## src/logic/ks_map_pkg.sv

```systemverilog
// Constants and types shared by the key stream segment mapper
package ks_map_pkg;

   // ----------------------------------------------------------------
   // Field geometry
   // ----------------------------------------------------------------
   localparam int unsigned TAIL_BITS      = 40;   // Enciphered A-field tail length
   localparam int unsigned SUB_LEN        = 80;   // Protected subfield: data plus check
   localparam int unsigned SUB_DATA       = 64;   // Data part of a protected subfield
   localparam int unsigned DOUBLE_SEG_LEN = 840;  // Double slot segment length
   localparam int unsigned DOUBLE_B_BITS  = 800;  // Double slot B-field data bits
   localparam int unsigned SINGLE_DATA    = 768;  // Single subfield data before 32-bit check
   localparam int unsigned SINGLE_CHECK   = 32;   // Single subfield check length
   localparam int unsigned RATIO_ONE      = 256;  // Codec ratio scale: 9'h100 means r = 1

   // ----------------------------------------------------------------
   // Register map (byte addresses) and reset values
   // ----------------------------------------------------------------
   localparam logic [3:0]  CTRL_ADDR   = 4'h0;
   localparam logic [3:0]  STATUS_ADDR = 4'h4;
   localparam logic [3:0]  PAIRS_ADDR  = 4'h8;
   localparam int unsigned CTRL_ENABLE = 0;       // Cipher enable bit
   localparam int unsigned CTRL_CLR    = 1;       // Write one: clear pair counter
   localparam logic        ENABLE_RST  = 1'b0;
   localparam logic [15:0] PAIRS_RST   = 16'h0000;

   // ----------------------------------------------------------------
   // B-field formats
   // ----------------------------------------------------------------
   typedef enum logic [1:0] {
      FMT_UNPROT,    // unprotected_double_mapping and its half/long form
      FMT_MULTI,     // multi_subfield_u_mapping or multi_subfield_e_mapping
      FMT_SINGLE,    // single_subfield_mapping, double slot only
      FMT_ENCODED    // encoded_protected_service
   } bformat_e;

endpackage : ks_map_pkg

```

## src/logic/ks_bit_select.sv

```systemverilog
// Per-bit decision: whether a segment bit is applied and a field bit consumed
`timescale 1ns/10ps
module ks_bit_select
   import ks_map_pkg::*;
(
   // Position in the segment
   input  wire logic           in_tail_i,
   input  wire logic [9:0]     b_index_i,
   input  wire logic [6:0]     sub_pos_i,
   input  wire logic [3:0]     sub_blk_i,
   // Field pair configuration
   input  wire bformat_e       bformat_i,
   input  wire logic           tail_ct_i,
   input  wire logic [3:0]     full_blocks_i,
   input  wire logic [9:0]     used_bits_i,
   // Decision
   output logic                apply_o,
   output logic                consume_o
);

   // Encoded service only carries the payload bits, the rest of the key is dropped
   always_comb
   begin
      consume_o = 1'b1;
      apply_o   = 1'b0;
      if (in_tail_i)
      begin
         apply_o = tail_ct_i;
      end
      else
      begin
         unique case (bformat_i)
            FMT_UNPROT:
            begin
               apply_o = 1'b1;
            end
            FMT_MULTI:
            begin
               // Check bits and padding pass in clear, key bits still used up
               apply_o = (sub_pos_i < 7'(SUB_DATA))
                         && (sub_blk_i < full_blocks_i);
            end
            FMT_SINGLE:
            begin
               apply_o = (b_index_i < 10'(SINGLE_DATA));
            end
            FMT_ENCODED:
            begin
               apply_o   = (b_index_i < used_bits_i);
               consume_o = (b_index_i < used_bits_i);
            end
         endcase
      end
   end

endmodule : ks_bit_select

```

## src/logic/slot_keystream_xor_mapper.sv

```systemverilog
// Key stream segment mapper: XORs key bits onto tail and B-field bits
// Function
// Half/long slot: two segments of 40+j bits
// Control tail: XOR key 0..39 onto a8..a47
// Only tail and B data pass; header clear
// Check bit positions consume key, stay clear
// Unprotected half/long B: key 40+ onto b0..
// Multi protected: 64 of each 80 enciphered
// E-type multiplex handled as multi protected
// Padding bits clear, key still consumed
// Encoded half/long: first j*r bits enciphered
// Half/long pair totals 80+2j bits
// Double slot: two 840-bit segments
// Double unprotected: key 40..839 onto b0..799
// Double single protected: 768 enciphered, 32 clear
// Single protected holds 768 data, 32 check
// Double multi: ten subfields, 64 data each
// Double encoded: first 800*r bits enciphered
// Double slot pair totals 1680 bits
// First then second segment per frame
// Framing gives j, format, tail, r first
//
// Our own choices: the register offsets and the Wishbone interface to the registers.
`timescale 1ns/10ps
module slot_keystream_xor_mapper
   import ks_map_pkg::*;
#(
   parameter int unsigned JMAX = 800               // Largest half/long B length served
)
(
   // Clock and reset
   input  wire logic           clk_i,
   input  wire logic           rst_i,
   // Wishbone register slave
   input  wire logic           wb_cyc_i,
   input  wire logic           wb_stb_i,
   input  wire logic           wb_we_i,
   input  wire logic [3:0]     wb_adr_i,
   input  wire logic [3:0]     wb_sel_i,
   input  wire logic [31:0]    wb_dat_i,
   output logic [31:0]         wb_dat_o,
   output logic                wb_ack_o,
   // Field pair setup from framing
   input  wire logic           start_i,
   input  wire logic           double_slot_i,
   input  wire bformat_e       bformat_i,
   input  wire logic           tail_ct_i,
   input  wire logic [9:0]     j_i,
   input  wire logic [8:0]     ratio_i,
   output logic                busy_o,
   output logic                pair_done_o,
   // Key stream bits from the generator
   input  wire logic           ks_valid_i,
   input  wire logic           ks_bit_i,
   output logic                ks_ready_o,
   // Clear field bits from framing (tail then B data)
   input  wire logic           fld_valid_i,
   input  wire logic           fld_bit_i,
   output logic                fld_ready_o,
   // Processed field bits to coding
   output logic                out_valid_o,
   output logic                out_bit_o,
   input  wire logic           out_ready_i,
   output logic                out_second_o
);

   // ----------------------------------------------------------------
   // Elaboration checks
   // ----------------------------------------------------------------
   if (JMAX < SUB_LEN || JMAX > 1023 - TAIL_BITS)
   begin : g_bad_jmax
      $error("JMAX out of range for the 10-bit segment index");
   end

   // ----------------------------------------------------------------
   // Declarations
   // ----------------------------------------------------------------
   typedef enum {ST_IDLE, ST_RUN} state_e;

   state_e        state;
   bformat_e      fmt;
   logic          tail_ct;
   logic [9:0]    seg_last;      // Last key index of a segment
   logic [3:0]    full_blocks;   // Whole protected subfields in B
   logic [9:0]    used_bits;     // Enciphered payload bits, encoded service
   logic [9:0]    k_index;       // Key bit index within segment
   logic          second_seg;
   logic [6:0]    sub_pos;
   logic [3:0]    sub_blk;
   logic          enable;
   logic [15:0]   pairs;
   logic          apply;
   logic          consume;
   logic          in_tail;
   logic [9:0]    b_index;
   logic          out_free;
   logic          step;
   logic          last_bit;
   logic [9:0]    b_len;
   logic [18:0]   used_prod;
   logic          wb_req;

   // ----------------------------------------------------------------
   // Setup arithmetic
   // ----------------------------------------------------------------
   // B length and enciphered payload for the incoming configuration;
   // a j above JMAX is clipped, since the counters cannot reach further
   always_comb
   begin
      b_len = j_i;
      if (j_i > 10'(JMAX))
      begin
         b_len = 10'(JMAX);
      end
      if (double_slot_i)
      begin
         b_len = 10'(DOUBLE_B_BITS);
      end
      used_prod = 19'(b_len) * 19'(ratio_i);
   end

   // ----------------------------------------------------------------
   // Bit selection
   // ----------------------------------------------------------------
   assign in_tail = (k_index < 10'(TAIL_BITS));
   assign b_index = k_index - 10'(TAIL_BITS);

   ks_bit_select u_select (
      .in_tail_i     (in_tail),
      .b_index_i     (b_index),
      .sub_pos_i     (sub_pos),
      .sub_blk_i     (sub_blk),
      .bformat_i     (fmt),
      .tail_ct_i     (tail_ct),
      .full_blocks_i (full_blocks),
      .used_bits_i   (used_bits),
      .apply_o       (apply),
      .consume_o     (consume)
   );

   // ----------------------------------------------------------------
   // Handshakes
   // ----------------------------------------------------------------
   // A key bit moves only when its field bit (if any) and output room exist
   assign out_free    = !out_valid_o || out_ready_i;
   assign step        = (state == ST_RUN) && ks_valid_i
                        && (!consume || (fld_valid_i && out_free));
   assign ks_ready_o  = (state == ST_RUN) && (!consume || (fld_valid_i && out_free));
   assign fld_ready_o = (state == ST_RUN) && consume && ks_valid_i && out_free;
   assign last_bit    = step && (k_index == seg_last) && second_seg;
   assign busy_o      = (state == ST_RUN);

   // ----------------------------------------------------------------
   // Sequencer
   // ----------------------------------------------------------------
   // Config is latched once per pair; framing must hold it valid at start
   always_ff @(posedge clk_i)
   begin
      if (rst_i)
      begin
         state       <= ST_IDLE;
         fmt         <= FMT_UNPROT;
         tail_ct     <= 1'b0;
         seg_last    <= 10'h000;
         full_blocks <= 4'h0;
         used_bits   <= 10'h000;
      end
      else
      begin
         unique case (state)
            ST_IDLE:
            begin
               if (start_i)
               begin
                  state       <= ST_RUN;
                  // Single subfield only exists on double slots; fall back to multi
                  fmt         <= (bformat_i == FMT_SINGLE && !double_slot_i)
                                 ? FMT_MULTI : bformat_i;
                  tail_ct     <= tail_ct_i;
                  seg_last    <= 10'(TAIL_BITS) + b_len - 10'h001;
                  full_blocks <= 4'(b_len / 10'(SUB_LEN));
                  used_bits   <= used_prod[17:8];
                  if (used_prod[18])
                  begin
                     used_bits <= b_len;
                  end
               end
            end
            ST_RUN:
            begin
               if (last_bit)
               begin
                  state <= ST_IDLE;
               end
            end
         endcase
      end
   end

   // Segment index and subfield position; header, RA and X never enter here
   always_ff @(posedge clk_i)
   begin
      if (rst_i)
      begin
         k_index    <= 10'h000;
         second_seg <= 1'b0;
         sub_pos    <= 7'h00;
         sub_blk    <= 4'h0;
      end
      else if (state == ST_IDLE)
      begin
         k_index    <= 10'h000;
         second_seg <= 1'b0;
         sub_pos    <= 7'h00;
         sub_blk    <= 4'h0;
      end
      else if (step)
      begin
         if (k_index == seg_last)
         begin
            k_index    <= 10'h000;
            second_seg <= 1'b1;
            sub_pos    <= 7'h00;
            sub_blk    <= 4'h0;
         end
         else
         begin
            k_index <= k_index + 10'h001;
            if (!in_tail)
            begin
               if (sub_pos == 7'(SUB_LEN - 1))
               begin
                  sub_pos <= 7'h00;
                  sub_blk <= sub_blk + 4'h1;
               end
               else
               begin
                  sub_pos <= sub_pos + 7'h01;
               end
            end
         end
      end
   end

   // ----------------------------------------------------------------
   // Output stage
   // ----------------------------------------------------------------
   // Registered bit keeps the data output glitch free toward the coder
   always_ff @(posedge clk_i)
   begin
      if (rst_i)
      begin
         out_valid_o  <= 1'b0;
         out_bit_o    <= 1'b0;
         out_second_o <= 1'b0;
      end
      else if (step && consume)
      begin
         out_valid_o  <= 1'b1;
         out_bit_o    <= fld_bit_i ^ (apply & enable & ks_bit_i);
         out_second_o <= second_seg;
      end
      else if (out_ready_i)
      begin
         out_valid_o <= 1'b0;
      end
   end

   // End of pair pulse
   always_ff @(posedge clk_i)
   begin
      if (rst_i)
      begin
         pair_done_o <= 1'b0;
      end
      else
      begin
         pair_done_o <= last_bit;
      end
   end

   // ----------------------------------------------------------------
   // Register slave
   // ----------------------------------------------------------------
   assign wb_req = wb_cyc_i && wb_stb_i && !wb_ack_o;

   // One wait state, ack dropped the cycle after it is given
   always_ff @(posedge clk_i)
   begin
      if (rst_i)
      begin
         wb_ack_o <= 1'b0;
      end
      else
      begin
         wb_ack_o <= wb_req;
      end
   end

   // Enable steers the XOR; disabled pairs still consume key to stay aligned
   always_ff @(posedge clk_i)
   begin
      if (rst_i)
      begin
         enable <= ENABLE_RST;
      end
      else if (wb_req && wb_we_i && wb_adr_i == CTRL_ADDR && wb_sel_i[0])
      begin
         enable <= wb_dat_i[CTRL_ENABLE];
      end
   end

   // Pair counter; a finishing pair wins over a software clear
   always_ff @(posedge clk_i)
   begin
      if (rst_i)
      begin
         pairs <= PAIRS_RST;
      end
      else if (last_bit)
      begin
         pairs <= pairs + 16'h0001;
      end
      else if (wb_req && wb_we_i && wb_adr_i == CTRL_ADDR && wb_sel_i[0]
               && wb_dat_i[CTRL_CLR])
      begin
         pairs <= PAIRS_RST;
      end
   end

   // Read data; unmapped addresses answer with zero
   always_ff @(posedge clk_i)
   begin
      if (rst_i)
      begin
         wb_dat_o <= 32'h0000_0000;
      end
      else if (wb_req)
      begin
         unique case (wb_adr_i)
            CTRL_ADDR:   wb_dat_o <= {31'h0000_0000, enable};
            STATUS_ADDR: wb_dat_o <= {6'h00, k_index, 14'h0000, second_seg, busy_o};
            PAIRS_ADDR:  wb_dat_o <= {16'h0000, pairs};
            default:     wb_dat_o <= 32'h0000_0000;
         endcase
      end
   end

endmodule : slot_keystream_xor_mapper

```

## config.mk

```make
export PLATFORM = sky130hd
export DESIGN_NAME = slot_keystream_xor_mapper
export DESIGN_NICKNAME = d
export VERILOG_FILES = /design/src/logic/ks_map_pkg.sv /design/src/logic/ks_bit_select.sv /design/src/logic/slot_keystream_xor_mapper.sv
export SDC_FILE = /design/constraint.sdc
export NUM_CORES = 1
export LEC_CHECK = 0
export BUFFER_PORTS_ARGS = -buffer_cell sky130_fd_sc_hd__buf_2
export CAP_MARGIN = 5
export CORE_ASPECT_RATIO = 0.5
export CORE_MARGIN = 2
export CORE_UTILIZATION = 60
export CTS_BUF_LIST = sky130_fd_sc_hd__clkbuf_2 sky130_fd_sc_hd__clkbuf_4 sky130_fd_sc_hd__clkbuf_8
export CTS_CLUSTER_SIZE = 28
export DETAILED_ROUTE_END_ITERATION = 16
export GPL_TIMING_DRIVEN = 0
export HOLD_SLACK_MARGIN = 0.05
export PLACE_DENSITY = 0.83
export SKIP_LAST_GASP = 1
export SYNTH_ARGS = -nofsm -noshare
export SYNTH_HDL_FRONTEND = slang
export SYNTH_SLANG_ARGS = --single-unit
```

## constraint.sdc

```tcl
create_clock -name clk_i -period 8.4 [get_ports clk_i]
set_input_delay 0.84 -clock clk_i [delete_from_list [all_inputs] [get_ports clk_i]]
set_output_delay 0.84 -clock clk_i [all_outputs]
set_load 0.1 [all_outputs]
```

* Word-level counts from Yosys, hierarchy flattened
Cells that the tools add are included.
** Cells by class
- $add $sub $neg :: 7
- Multiply operators :: 1
- Div/mod/pow operators :: 1
- $lt $le $gt $ge :: 6
- Eq/ne operators :: 13
- Shifts and indexed selects :: 0
- Mux-type cells :: 23
- Bitwise operators :: 3
- Reduce and logical (&&, ||, !) cells :: 37
** Operators by type and width (count)
- one-hot mux 26 bit (3 select lines) :: 1
- zero test 32 bit :: 2
- 2-to-1 mux 32 bit :: 2
- one-hot mux 32 bit (2 select lines) :: 1
- 2-to-1 mux 10 bit :: 4
- equality test 32 x 1 -> 1 bit, second input constant :: 1
- equality test 32 x 2 -> 1 bit, second input constant :: 1
- 2-to-1 mux 16 bit :: 2
- 2-to-1 mux 7 bit :: 3
- multiplier 10 x 9 -> 19 bit :: 1
- logical AND 1 bit :: 18
- adder 16 x 1 -> 16 bit, second input constant :: 1
- 2-to-1 mux 4 bit :: 3
- adder 10 x 1 -> 10 bit, second input constant :: 1
- adder 6 x 10 -> 10 bit, first input constant :: 1
- divider 10 x 7 -> 10 bit, second input constant :: 1
- equality test 10 bit :: 1
- > comparator 10 bit, second input constant :: 1
- < comparator 10 bit :: 1
- < comparator 10 bit, second input constant :: 1
- < comparator 10 x 6 -> 1 bit, second input constant :: 1
- subtractor 10 x 1 -> 10 bit, second input constant :: 1
- subtractor 10 x 6 -> 10 bit, second input constant :: 1
- AND reduction 2 bit :: 4
- other kinds (23) :: 37
** Storage, ports and cells
- Bits in registers :: 135
- Latch bits :: 0
- RAM bits :: 0
- Bits in read-only memories :: 0
- Input port bits :: 74
- Word-level logic and storage cells :: 109
- Memories :: 0

* Depth between registers and ports, before layout
Gate-level depths: netlist (run 1).
- Word-level depth :: 11
- Gate-level depth with buffers :: 25
- Mapped depth without buffers :: 22

* Hierarchy
Synthesis (run 1) repeated with hierarchy kept, for this count alone.
** Second synthesis, totals
- Cell total of the unflattened synthesis :: 962
- Area, all modules :: 7872.6 µm²
** Modules (own cells, without submodules)
- slot_keystream_xor_mapper :: instances 1, cells each 913, area each 7529.7 µm²
- ks_bit_select :: instances 1, cells each 49, area each 342.8 µm²

* Worst setup path after synthesis (run 1)
No wires, ideal clock.
- Kind :: input port to flip-flop
- From :: in j_i[4]
- To :: reg used_bits[2]
- Setup time :: 0.103 ns
- Data arrival time :: 6.481 ns
- Setup slack :: 1.815 ns
- Cell stages on the path :: 23
- Path buffers :: 4
- Path through :: buf_2 or4_1 o21ai_1 nand2_1 a31oi_2 buf_2 and2_1 buf_2 nand2_1 fa_1 inv_1 fa_1 fa_1 fa_1 ha_1 a21oi_1 o21ai_0 a31o_2 or2_2 a311oi_1 buf_4 nor3_1 a2111oi_2
** Between the ends
- Longest elaborated chain between the ends :: 5
** RTL lines
- start: declaration :: RTL line slot_keystream_xor_mapper.sv:48 : input wire logic [9:0] j_i,
- > comparator 10 bit :: RTL line slot_keystream_xor_mapper.sv:111 : if (j_i > 10'(JMAX))
- 2-to-1 mux 10 bit (*) :: RTL line slot_keystream_xor_mapper.sv:111
- 2-to-1 mux 10 bit (*) :: RTL line slot_keystream_xor_mapper.sv:115 : if (double_slot_i)
- multiplier 10 x 9 -> 19 bit :: RTL line slot_keystream_xor_mapper.sv:119 : used_prod = 19'(b_len) * 19'(ratio_i);
- 2-to-1 mux 10 bit (*) :: RTL line slot_keystream_xor_mapper.sv:183 : if (used_prod[18])
- end signal: assignment :: RTL line slot_keystream_xor_mapper.sv:182 : used_bits <= used_prod[17:8];
- end signal: assignment :: RTL line slot_keystream_xor_mapper.sv:185 : used_bits <= b_len;
- end: declaration :: RTL line slot_keystream_xor_mapper.sv:85 : logic [9:0] used_bits;
Mark *: on every way between the ends. The rest lies on a longest branch, timed or not.
A chain may end at the register's enable or synchronous reset.

* Worst setup path after layout (run 1)
Ends and elaborated chain as after synthesis.

==> qor.tcl, run 1 <==
set qor(syn_area_per_cell_um2) 8.28
set qor(area_growth_pct) 9.45
set qor(detail_route.wl_per_cell_um) 16.3
set qor(cts_clock_pin_slew_for_the_worst_setup_and_hold_paths_ns) 0.10
set qor(number_of_synthesized_flops_with_an_enable_pin) 0
set qor(start_util_pct) 62.0
set qor(post-route-drc-count) 0
set qor(grt_antenna_before_repair) 0
set qor(std_cell_rows) 29
set qor(grt_first_pass_wirelength_mm) 33.3
set qor(postSynthRegisterBits) 98
set qor(gp_routability_congestion) 0.894
set qor(power.density_mw_per_mm2) 164
set qor(skew_ns) 0.0109
set qor(synth_warnings) 0
set qor(clock_tree.htree_level_count) 3
set qor(yosysTopAreaCellShare_pct) 24.9
set qor(grt_util_all_layers_pct) 28.6
set qor(seq_area_mm2) 0.00196
set qor(synth-async-reset-ratio_pct) 0
set qor(design.portCount) 114
set qor(synthTopCellsByArea) {sky130_fd_sc_hd__dfxtp_1, sky130_fd_sc_hd__fa_1, sky130_fd_sc_hd__ha_1}
set qor(design.die.area_mm2) 0.0141
set qor(vdd_drop_max_v) 0.000105
set qor(synthesized_netlist_cell_count) 953
set qor(final_layout_setup_total_negative_slack_ns) 0
set qor(critical_path_peak_fanout) 10
set qor(max_freq_ghz) 0.145
set qor(synth_area_mm2) 0.00789
set qor(cp-start-kind) {input port}
set qor(insertion_delay_of_the_later_clocked_pin_in_the_worst_skew_pair_ns) 0.38
set qor(clockRootBuffer) {sky130_fd_sc_hd__clkbuf_8}
set qor(rsz0062_at_grt) {false}
set qor(status) {finished, final reports clean}
set qor(grt_max_degree) 19
set qor(multi_input_area_mm2) 0.00535
set qor(drt_first_pass_iters) 6
set qor(drt.antenna.violating_nets) 0
set qor(globalRouteOverflowTotal) 0
set qor(numPortBuffers) 66
set qor(hold_viol) 0
set qor(core_area_mm2) 0.0127
set qor(synth_top_area_cell) {sky130_fd_sc_hd__dfxtp_1}
set qor(crit_arrival_ns) 7.15
set qor(first_global_vias) 7137
set qor(cts-root-to-sink-buffers) 2
set qor(path_category_of_the_worst_min_delay_check) {reg -> reg}
set qor(antenna_cells) 0
set qor(layout-drive-gt1-share_pct) 12.2
set qor(postCtsSetupRepairBufs) 0
set qor(power.total_mw) 1.42
set qor(synth_ff_type) {sky130_fd_sc_hd__dfxtp_1}
set qor(fillerInstances) 1052
set qor(synth_cell_types) 69
set qor(leakage_power_nw) 3.84
set qor(tritoncts_clock_tree) {done}
set qor(nets) 1220
set qor(cts_sinks) 98
set qor(chipHeight_um) 85.1
set qor(cp_data_required_time_ns) 8.67
set qor(setup.worst_path.class) {in -> reg}
set qor(finalSetupViolations) 0
set qor(cts-resized-gates) 0
set qor(wl_mm) 19.8
set qor(slew_at_the_pin_with_the_worst_max_slew_slack_ns) 0.821
set qor(post_drt_via_cell_ratio) 5.92
set qor(detail_route.iter0.violations) 563
set qor(endpoint_kind) {register}
set qor(tritoncts.num_buffers) 9
set qor(hold_buffers) 0
set qor(finalMaxSlewViolations) 0
set qor(timing.slew.headroom_pct) 44.8
set qor(fp.dieW_um) 166
set qor(final_min_period_over_clock_period_pct) 81.9
set qor(max_cap_violations) 0
set qor(dr_total_vias) 7161
set qor(ys_seq_area_share_pct) 24.9
set qor(timing.final.crit_period_ns) 6.88
set qor(dp.final_hpwl_mm) 15.4
-- cells in the mapped netlist, types with 7 or more instances --
cell type                  count
sky130_fd_sc_hd__inv_1        83
sky130_fd_sc_hd__o21ai_0      52
sky130_fd_sc_hd__a31oi_1       9
sky130_fd_sc_hd__nand4_1       8
sky130_fd_sc_hd__ha_1         55
sky130_fd_sc_hd__nor3b_1      11
sky130_fd_sc_hd__clkbuf_1     30
sky130_fd_sc_hd__o211ai_1      9
sky130_fd_sc_hd__dfxtp_1      98
sky130_fd_sc_hd__or4_1         8
sky130_fd_sc_hd__nor2b_1      11
sky130_fd_sc_hd__nor2_1       74
sky130_fd_sc_hd__fa_1         56
sky130_fd_sc_hd__o21a_1        8
sky130_fd_sc_hd__nor3_1       14
sky130_fd_sc_hd__buf_2        11
sky130_fd_sc_hd__or3_1        11
sky130_fd_sc_hd__buf_4        10
sky130_fd_sc_hd__a22oi_1      24
sky130_fd_sc_hd__a21oi_1      48
sky130_fd_sc_hd__and3_1       30
sky130_fd_sc_hd__and2_1       20
sky130_fd_sc_hd__nand3_1      20
sky130_fd_sc_hd__nand2b_1      7
sky130_fd_sc_hd__nand2_1     117
sky130_fd_sc_hd__xor2_1       17
sky130_fd_sc_hd__xnor2_1      20
-- area by class of cell --
class	instances	share of cell area [%]
Inverter	84	3.65
Tap cell	170	2.46
Buffer	59	3.33
Clock inverter	7	0.695
Timing Repair Buffer	66	3.82
Clock buffer	9	1.43
Sequential cell	98	22.7
Multi-Input combinational cell	717	61.9
-- layout by cell type, fill, tap and decap left out, types with 7 or more instances in the layout --
cell / n
sky130_fd_sc_hd__buf_2: 77
sky130_fd_sc_hd__a31oi_1: 9
sky130_fd_sc_hd__o21ai_0: 52
sky130_fd_sc_hd__dfxtp_1: 98
sky130_fd_sc_hd__clkbuf_8: 9
sky130_fd_sc_hd__o211ai_1: 9
sky130_fd_sc_hd__nand4_1: 8
sky130_fd_sc_hd__nand2b_1: 7
sky130_fd_sc_hd__nor3b_1: 11
sky130_fd_sc_hd__nor2_1: 74
sky130_fd_sc_hd__fa_1: 56
sky130_fd_sc_hd__inv_1: 83
sky130_fd_sc_hd__buf_4: 10
sky130_fd_sc_hd__xnor2_1: 20
sky130_fd_sc_hd__and2_1: 20
sky130_fd_sc_hd__nand2_1: 117
sky130_fd_sc_hd__xor2_1: 17
sky130_fd_sc_hd__o21a_1: 8
sky130_fd_sc_hd__nor3_1: 14
sky130_fd_sc_hd__or3_1: 11
sky130_fd_sc_hd__or4_1: 8
sky130_fd_sc_hd__nor2b_1: 11
sky130_fd_sc_hd__clkbuf_1: 30
sky130_fd_sc_hd__a22oi_1: 24
sky130_fd_sc_hd__nand3_1: 20
sky130_fd_sc_hd__and3_1: 30
sky130_fd_sc_hd__a21oi_1: 48
sky130_fd_sc_hd__ha_1: 55
-- where the power goes --
part	total (mW)	internal [mW]	switching, mW	leakage (nW)
Combinational	0.624	0.254	0.370	2.95
Clock	0.296	0.113	0.183	0.0901
Sequential	0.499	0.486	0.0131	0.795
Total	1.42	0.853	0.566	3.84
-- metrics by stage --
step | instances | cell area, um2 | util [%] | hold slack [ns] | worst slack [ns]
5_1_grt | 1210 | 8640 | 67.8 | 0.488 | 1.15
3_5_place_dp | 1194 | 8460 | 66.4 | 0.452 | 1.15
2_1_floorplan | 958 | 7910 | - | 0.432 | 1.82
6_report | 1210 | 8640 | 67.8 | 0.463 | 1.52
4_1_cts | 1210 | 8640 | 67.8 | 0.464 | 1.55
3_3_place_gp | 1194 | 8460 | 66.4 | 0.444 | 1.31
-- flip-flops by register name, summed over array words and instances (netlist names) --
register,flops
enable,1
wb_ack_o,1
full_blocks,4
sub_pos,7
state,1
second_seg,1
pair_done_o,1
pairs,16
wb_dat_o,26
out_bit_o,1
fmt,2
seg_last,10
k_index,10
sub_blk,4
tail_ct,1
out_second_o,1
out_valid_o,1
used_bits,10
-- metal layers --
metal | GRT usage, % | up-vias | wire, um | share of wire [%]
met5 | 0 | - | 0 | 0
met4 | 8.39 | 0 | 376 | 1.9
met3 | 4.66 | 38 | 1240 | 6.3
met2 | 51.5 | 259 | 9540 | 48
met1 | 36.0 | 3440 | 8600 | 44
li1 | - | 3424 | - | -
-- path summary, 6_finish.rpt --
check / start / to / slack [ns] / depth (start not counted)
worst max-delay path: j_i[4] / used_bits[2]$_SDFFE_PP0P_ / 1.52 / 23
worst min register to register: full_blocks[3]$_SDFFE_PP0P_ / full_blocks[3]$_SDFFE_PP0P_ / 0.46 / 2
worst max register to register: k_index[3]$_SDFFE_PP0P_ / sub_blk[3]$_SDFFE_PP0P_ / 4.78 / 12
worst min-delay path: full_blocks[3]$_SDFFE_PP0P_ / full_blocks[3]$_SDFFE_PP0P_ / 0.46 / 2
-- critical path, stage by stage --
cell                        delay (ns)
sky130_fd_sc_hd__buf_2            0.15
sky130_fd_sc_hd__or4_1            0.53
sky130_fd_sc_hd__o21ai_1          0.13
sky130_fd_sc_hd__nand2_1          0.09
sky130_fd_sc_hd__a31oi_2          0.30
sky130_fd_sc_hd__buf_2            0.26
sky130_fd_sc_hd__and2_1           0.16
sky130_fd_sc_hd__buf_2            0.28
sky130_fd_sc_hd__nand2_1          0.13
sky130_fd_sc_hd__fa_1             0.55
sky130_fd_sc_hd__inv_1            0.05
sky130_fd_sc_hd__fa_1             0.54
sky130_fd_sc_hd__fa_1             0.44
sky130_fd_sc_hd__fa_1             0.49
sky130_fd_sc_hd__ha_1             0.39
sky130_fd_sc_hd__a21oi_1          0.17
sky130_fd_sc_hd__o21ai_0          0.14
sky130_fd_sc_hd__a31o_2           0.29
sky130_fd_sc_hd__or2_2            0.31
sky130_fd_sc_hd__a311oi_1         0.28
sky130_fd_sc_hd__buf_4            0.22
sky130_fd_sc_hd__nor3_1           0.07
sky130_fd_sc_hd__a2111oi_2        0.31
-- logic make-up (layout without fill, tap and decap cells) --
kind of cell | after synthesis | after routing | share of synthesized area [%]
buffers and inverters | 143 | 225 | 7.64
flip-flops | 98 | 98 | 24.9
multiplexers | 4 | 4 | 0.507
other | 1 | 6 | 0.0475
AND/OR/NAND/NOR | 355 | 355 | 22.6
AO/OA/AOI/OAI | 203 | 203 | 17.2
adder cells (fa/ha/maj) | 112 | 112 | 23.0
XOR/XNOR | 37 | 37 | 4.11
Power figures use the tool's default switching activity.
==> run 2: changes to the inputs <==
- ABC_AREA: unset -> 1
- CORE_UTILIZATION: 60 -> 55
- PLACE_DENSITY: 0.83 -> 0.8
- clock period: 8.4 -> 6.17 ns (I/O delays scaled with it)
==> run 2 against run 1 <==
Compared with the run above: sequential power increased by 40%; critical path depth decreased by 4; worst setup slack got worse by 1.2 ns; combinational power grew 68%; core utilization shrank 5.5 points; largest cell class unchanged; clock-buffer cell count stayed put.
==> qor.tcl, run 2 <==
set qor(max_freq_ghz) 0.170
set qor(skew_ns) 0.0134
set qor(most-common-layout-cells) {sky130_fd_sc_hd__nand2_1, sky130_fd_sc_hd__inv_1, sky130_fd_sc_hd__nor2_1}
set qor(tritoncts_clock_tree) {done}
set qor(critical_path_peak_fanout) 10
set qor(ys_seq_area_share_pct) 23.9
set qor(whs_ns) 0.476
set qor(globalRouteOverflowTotal) 0
set qor(path_category_of_the_worst_min_delay_check) {reg -> reg}
set qor(grt_util_all_layers_pct) 26.3
set qor(hold_viol) 0
set qor(synth.most_common_cell) {sky130_fd_sc_hd__nand2_1}
set qor(synth.cells.most_frequent) {sky130_fd_sc_hd__nand2_1, sky130_fd_sc_hd__inv_1, sky130_fd_sc_hd__nor2_1}
set qor(mostFrequentLayoutCell) {sky130_fd_sc_hd__nand2_1}
set qor(final_min_period_over_clock_period_pct) 95.3
set qor(fp.dieW_um) 177
set qor(detail_route.iter0.violations) 506
set qor(detail_route.wl_per_cell_um) 14.3
set qor(drt.antenna.violating_nets) 0
set qor(flip_flop_count_of_the_largest_register_all_copies_and_words_added) 26
set qor(fillerInstances) 1362
set qor(dr_total_vias) 7722
set qor(timing.slew.headroom_pct) 40.7
set qor(power.density_mw_per_mm2) 243
set qor(wl_mm) 20.4
set qor(tritoncts.num_buffers) 9
set qor(endpoint_kind) {register}
set qor(worst-path-buf-inv) 4
set qor(leakage_power_nw) 4.41
set qor(numPortBuffers) 68
set qor(cts_sinks) 98
set qor(timing.final.crit_period_ns) 5.88
set qor(startpoint) {double_slot_i}
set qor(nets) 1412
set qor(setup.worst_path.class) {in -> reg}
set qor(synth_warnings) 0
set qor(max_cap_violations) 0
set qor(start_util_pct) 56.5
set qor(core_area_mm2) 0.0145
set qor(final_layout_setup_total_negative_slack_ns) 0
set qor(synth_top_area_cell) {sky130_fd_sc_hd__dfxtp_1}
set qor(timing.reg2reg.setup_slack_ns) 2.57
set qor(rsz0062_at_grt) {false}
set qor(cts_clock_pin_slew_for_the_worst_setup_and_hold_paths_ns) 0.09
set qor(design.portCount) 114
set qor(worstSetupPathDepth) 19
set qor(cts-resized-gates) 0
set qor(cp-start-kind) {input port}
set qor(finalMaxSlewViolations) 0
set qor(power.total_mw) 2.19
set qor(design.die.area_mm2) 0.0160
set qor(synth_ff_type) {sky130_fd_sc_hd__dfxtp_1}
set qor(crit_arrival_ns) 6.12
set qor(grt_max_degree) 19
set qor(largest_registers) {wb_dat_o: 26 flops, pairs: 16 flops}
set qor(stdcell_count) 1430
set qor(drt_first_pass_iters) 5
set qor(timing.rr.end) {pairs[6]$_SDFFE_PP0P_}
set qor(path_common_cell) {sky130_fd_sc_hd__fa_1}
set qor(number_of_synthesized_flops_with_an_enable_pin) 0
set qor(postCtsSetupRepairBufs) 0
set qor(chipHeight_um) 90.3
set qor(synthTopCellsByArea) {sky130_fd_sc_hd__dfxtp_1, sky130_fd_sc_hd__fa_1, sky130_fd_sc_hd__nand2_1}
set qor(vdd_drop_max_v) 0.000108
set qor(numPlacedInstances) 1414
set qor(cp_data_required_time_ns) 6.41
set qor(area_growth_pct) 10.2
set qor(first_global_vias) 7487
set qor(grt_first_pass_wirelength_mm) 34.5
set qor(postSynthRegisterBits) 98
set qor(antenna_cells) 0
set qor(post_drt_via_cell_ratio) 5.40
set qor(hold_buffers) 0
set qor(clock_tree.htree_level_count) 3
set qor(yosysTopAreaCellShare_pct) 23.9
set qor(synthesized_netlist_cell_count) 1143
set qor(synth_area_mm2) 0.00820
set qor(timing.reg2reg.worst_path_depth) 18
set qor(cp-endpoint) {used_bits[8]$_SDFFE_PP0P_}
set qor(finish.utilization_pct) 62.3
set qor(status) {finished, final reports clean}
set qor(std_cell_rows) 31
set qor(path_cells) {buf_2, nor2_1, clkinvlp_4, nand2_1, fa_1, inv_1, fa_1, fa_1, fa_1, ha_1, a21oi_1, o21ai_0, a221oi_2, nand2_1, nand2_1, buf_2, nand3_1, nand3_1, a21oi_1}
set qor(clockRootBuffer) {sky130_fd_sc_hd__clkbuf_8}
set qor(finalSetupViolations) 0
set qor(slew_at_the_pin_with_the_worst_max_slew_slack_ns) 0.886
set qor(insertion_delay_of_the_later_clocked_pin_in_the_worst_skew_pair_ns) 0.38
set qor(grt_antenna_before_repair) 0
set qor(post-route-drc-count) 0
set qor(critical_path.top_delay_family) {adder cells}
set qor(gp_routability_congestion) 0.925
set qor(cts-root-to-sink-buffers) 2
set qor(top_register) {wb_dat_o}
set qor(r2r-start) {k_index[3]$_SDFFE_PP0P_}
set qor(syn_area_per_cell_um2) 7.17
set qor(layout-drive-gt1-share_pct) 11.1
set qor(critical-path-slowest-cell) {sky130_fd_sc_hd__nor2_1}
set qor(timing.critical_path.slowest_cell_delay_ns) 0.69
set qor(synth-async-reset-ratio_pct) 0
set qor(synth_cell_types) 53
set qor(dp.final_hpwl_mm) 16.3
run 2: worst min path at each step:
| stage | from | to | slack [ns] | cells after the start |
|---|---|---|---|---|
| 5_1_grt | used_bits[1]$_SDFFE_PP0P_ | used_bits[1]$_SDFFE_PP0P_ | 0.49 | 2 |
| 3_5_place_dp | used_bits[1]$_SDFFE_PP0P_ | used_bits[1]$_SDFFE_PP0P_ | 0.46 | 2 |
| 6_report | used_bits[1]$_SDFFE_PP0P_ | used_bits[1]$_SDFFE_PP0P_ | 0.48 | 2 |
| 4_1_cts | used_bits[1]$_SDFFE_PP0P_ | used_bits[1]$_SDFFE_PP0P_ | 0.48 | 2 |
| 3_3_place_gp | out_second_o$_SDFFE_PP0P_ | out_second_o$_SDFFE_PP0P_ | 0.45 | 2 |
| 2_1_floorplan | used_bits[0]$_SDFFE_PP0P_ | used_bits[0]$_SDFFE_PP0P_ | 0.45 | 2 |
run 2: kinds of logic (layout without fill, tap and decap cells):
logic type,Yosys count,in the layout,share of synthesized area (%)
and+or+nand+nor,458,458,24.8
buffers and inverters,252,336,12.0
AOI/OAI and AO/OA,190,190,13.6
adders and majority gates,111,111,22.1
DFF,98,98,23.9
xor gates and xnor gates,33,33,3.53
other,1,6,0.0457
run 2: where the power goes:
group          total [mW]  internal, mW  leakage [nW]  switching [mW]
Sequential          0.700         0.676         0.799          0.0241
Combinational        1.05         0.365          3.51           0.682
Clock               0.446         0.196         0.100           0.250
Total                2.19          1.24          4.41           0.956
run 2: area by class of cell:
cell class | instances | area, um2 | share of cell area (%)
inverters | 208 | 785 | 8.68
plain buffers | 44 | 206 | 2.28
repair buffers | 68 | 340 | 3.77
well taps | 198 | 248 | 2.74
flip-flops and latches | 98 | 1960 | 21.7
multi-input cells | 798 | 5290 | 58.5
clock buffers | 9 | 124 | 1.37
clock inverters | 7 | 85.1 | 0.941
run 2: metrics by stage:
| step | cell area, um2 | setup WS [ns] |
|---|---|---|
| 6_report | 9040 | 0.288 |
| 5_1_grt | 9040 | 0.0698 |
| 4_1_cts | 9010 | 0.0646 |
| 3_5_place_dp | 8810 | -0.330 |
| 3_3_place_gp | 8810 | -0.208 |
| 2_1_floorplan | 8220 | 0.780 |
run 2: layer usage:
layer	share of wire (%)	track usage, %	up-vias
met5	0	0	-
met4	1.7	6.68	0
met3	6.8	3.66	31
met2	47	45.3	262
met1	45	34.8	3616
li1	-	-	3813
run 2: worst reg2reg max path, cell delays in order (launching register included):
cell and delay (ns):
sky130_fd_sc_hd__dfxtp_1 0.41, sky130_fd_sc_hd__inv_1 0.19, sky130_fd_sc_hd__ha_1 0.27, sky130_fd_sc_hd__o21ai_0 0.31
sky130_fd_sc_hd__nor3_1 0.10, sky130_fd_sc_hd__xor2_1 0.19, sky130_fd_sc_hd__ha_1 0.32, sky130_fd_sc_hd__nand2_1 0.08
sky130_fd_sc_hd__nor2_1 0.15, sky130_fd_sc_hd__o211ai_1 0.11, sky130_fd_sc_hd__nand3_1 0.18, sky130_fd_sc_hd__nand4_4 0.15
sky130_fd_sc_hd__a21oi_4 0.30, sky130_fd_sc_hd__nand2_4 0.12, sky130_fd_sc_hd__nor2_8 0.17, sky130_fd_sc_hd__inv_2 0.10
sky130_fd_sc_hd__buf_2 0.19, sky130_fd_sc_hd__nand3_1 0.10, sky130_fd_sc_hd__a21oi_1 0.07
==> run 3: changes to the inputs <==
- ABC_AREA: 1 -> unset
- CORE_UTILIZATION: 55 -> 54
- PLACE_DENSITY: 0.8 -> 0.79
==> run 3 against run 2 <==
Compared with the run above: first-iteration DRC count grew 11%; largest cell class unchanged; clock-buffer cell count is the same; die area fell by 1.9%; core utilization up 0.63 points; register-to-register slack worse by 0.06 ns; sequential share of layout area about the same; critical path depth rose by 3; critical endpoint is now used_bits[5]$_SDFFE_PP0P_; combinational power is essentially flat; cell count shrank 12%; largest power group unchanged.
==> qor.tcl, run 3 (same netlist as run 1, synthesis figures left out) <==
set qor(post-route-drc-count) 0
set qor(timing.reg2reg.setup_slack_ns) 2.51
set qor(cp_data_required_time_ns) 6.48
set qor(design.portCount) 114
set qor(crit_arrival_ns) 6.35
set qor(chipHeight_um) 89.5
set qor(design.die.area_mm2) 0.0157
set qor(gp_routability_congestion) 0.865
set qor(hold_viol) 0
set qor(grt_antenna_before_repair) 0
set qor(cp-start-kind) {input port}
set qor(timing.final.crit_period_ns) 6.04
set qor(status) {finished, final reports clean}
set qor(largest_registers) {wb_dat_o: 26 flops, pairs: 16 flops}
set qor(grt_first_pass_wirelength_mm) 32.9
set qor(drt.antenna.violating_nets) 0
set qor(fp.dieW_um) 175
set qor(max_freq_ghz) 0.166
set qor(std_cell_rows) 31
set qor(numPortBuffers) 66
set qor(first_global_vias) 6904
set qor(tritoncts_clock_tree) {done}
set qor(nets) 1236
set qor(leakage_power_nw) 3.96
set qor(layout-drive-gt1-share_pct) 15.9
set qor(clockRootBuffer) {sky130_fd_sc_hd__clkbuf_8}
set qor(r2r-start) {k_index[3]$_SDFFE_PP0P_}
set qor(path_category_of_the_worst_min_delay_check) {reg -> reg}
set qor(finish.utilization_pct) 62.9
set qor(critical_path_peak_fanout) 10
set qor(final_min_period_over_clock_period_pct) 97.8
set qor(start_util_pct) 54.9
set qor(startpoint) {j_i[3]}
set qor(whs_ns) 0.465
set qor(cts-root-to-sink-buffers) 2
set qor(antenna_cells) 0
set qor(cts_sinks) 98
set qor(wl_mm) 20.5
set qor(power.density_mw_per_mm2) 241
set qor(area_growth_pct) 14.7
set qor(timing.slew.headroom_pct) 42.5
set qor(finalMaxSlewViolations) 0
set qor(dr_total_vias) 7260
set qor(grt_util_all_layers_pct) 26.2
set qor(drt_first_pass_iters) 5
set qor(core_area_mm2) 0.0144
set qor(slew_at_the_pin_with_the_worst_max_slew_slack_ns) 0.856
set qor(endpoint_kind) {register}
set qor(insertion_delay_of_the_later_clocked_pin_in_the_worst_skew_pair_ns) 0.38
set qor(clock_tree.htree_level_count) 3
set qor(cp-endpoint) {used_bits[5]$_SDFFE_PP0P_}
set qor(most-common-layout-cells) {sky130_fd_sc_hd__nand2_1, sky130_fd_sc_hd__dfxtp_1, sky130_fd_sc_hd__inv_1}
set qor(grt_max_degree) 18
set qor(detail_route.wl_per_cell_um) 16.3
set qor(mostFrequentLayoutCell) {sky130_fd_sc_hd__nand2_1}
set qor(setup.worst_path.class) {in -> reg}
set qor(hold_buffers) 0
set qor(timing.reg2reg.worst_path_depth) 12
set qor(top_register) {wb_dat_o}
set qor(dp.final_hpwl_mm) 15.5
set qor(detail_route.iter0.violations) 562
set qor(final_layout_setup_total_negative_slack_ns) 0
set qor(tritoncts.num_buffers) 9
set qor(skew_ns) 0.0161
set qor(globalRouteOverflowTotal) 0
set qor(timing.rr.end) {pairs[12]$_SDFFE_PP0P_}
set qor(cts_clock_pin_slew_for_the_worst_setup_and_hold_paths_ns) 0.10
set qor(flip_flop_count_of_the_largest_register_all_copies_and_words_added) 26
set qor(vdd_drop_max_v) 0.000131
set qor(max_cap_violations) 0
set qor(post_drt_via_cell_ratio) 5.79
set qor(finalSetupViolations) 0
==> run 3: worst max-delay path, stage by stage <==
cell                      delay, ns
sky130_fd_sc_hd__buf_4         0.14
sky130_fd_sc_hd__or4_1         0.51
sky130_fd_sc_hd__o21ai_1       0.14
sky130_fd_sc_hd__nand2_1       0.11
sky130_fd_sc_hd__a31oi_4       0.29
sky130_fd_sc_hd__and2_1        0.18
sky130_fd_sc_hd__buf_4         0.20
sky130_fd_sc_hd__nand2_1       0.10
sky130_fd_sc_hd__fa_1          0.54
sky130_fd_sc_hd__inv_1         0.05
sky130_fd_sc_hd__fa_1          0.47
sky130_fd_sc_hd__fa_1          0.59
sky130_fd_sc_hd__fa_1          0.47
sky130_fd_sc_hd__ha_4          0.29
sky130_fd_sc_hd__a21oi_1       0.12
sky130_fd_sc_hd__o21ai_1       0.10
sky130_fd_sc_hd__a31o_2        0.24
sky130_fd_sc_hd__or2_4         0.27
sky130_fd_sc_hd__a311o_1       0.37
sky130_fd_sc_hd__buf_6         0.14
sky130_fd_sc_hd__a211o_1       0.28
sky130_fd_sc_hd__a21oi_2       0.13
==> run 3: how the worst min path moves through the flow <==
stage / start / to / slack (ns) / cells past startpoint
floorplan: full_blocks[3]$_SDFFE_PP0P_ / full_blocks[3]$_SDFFE_PP0P_ / 0.43 / 2
global placement: full_blocks[3]$_SDFFE_PP0P_ / full_blocks[3]$_SDFFE_PP0P_ / 0.44 / 2
detailed placement: full_blocks[3]$_SDFFE_PP0P_ / full_blocks[3]$_SDFFE_PP0P_ / 0.45 / 2
CTS: full_blocks[3]$_SDFFE_PP0P_ / full_blocks[3]$_SDFFE_PP0P_ / 0.47 / 2
global route: wb_dat_i[0] / enable$_SDFFE_PP0P_ / 0.48 / 3
finish: full_blocks[3]$_SDFFE_PP0P_ / full_blocks[3]$_SDFFE_PP0P_ / 0.47 / 2
==> run 3: stage by stage <==
stage               total power [mW]  instances  area, um2  setup slack, ns
floorplan                       1.38        958       7960           0.0174
global placement                1.54       1222       8540           -0.475
finish                          2.18       1254       9050            0.135
detailed placement              1.57       1222       8540           -0.591
global route                    2.33       1254       9050          -0.0673
CTS                             2.06       1240       8810          0.00277
==> run 3: cell type report <==
type	instances	area, um2
Buffer	59	342
Clock buffer	9	124
Clock inverter	7	98.8
Fill cell	1240	5340
Inverter	84	315
Multi-Input combinational cell	717	5510
Sequential cell	98	1960
Tap cell	198	248
Timing Repair Buffer	82	453
==> run 3: layer usage <==
metal  GRT usage [%]  wire length (um)  vias up
li1                -                 -     3457
met2            48.4              9950      297
met1            31.9              8880     3464
met5               0                 0        -
met3            3.95              1240       42
met4            9.70               408        0
==> run 3: timing repair <==
action                     4_1_cts  5_1_grt
cloned                           1        0
setup endpoints to repair        9       10
resized for setup                7       46
pin swaps                        1       27
setup buffers                    1       14
==> run 3: where the power goes <==
group / internal, mW / switching (mW) / leakage, nW
combinational: 0.462 / 0.568 / 3.05
sequential: 0.661 / 0.0174 / 0.795
clock: 0.233 / 0.240 / 0.116
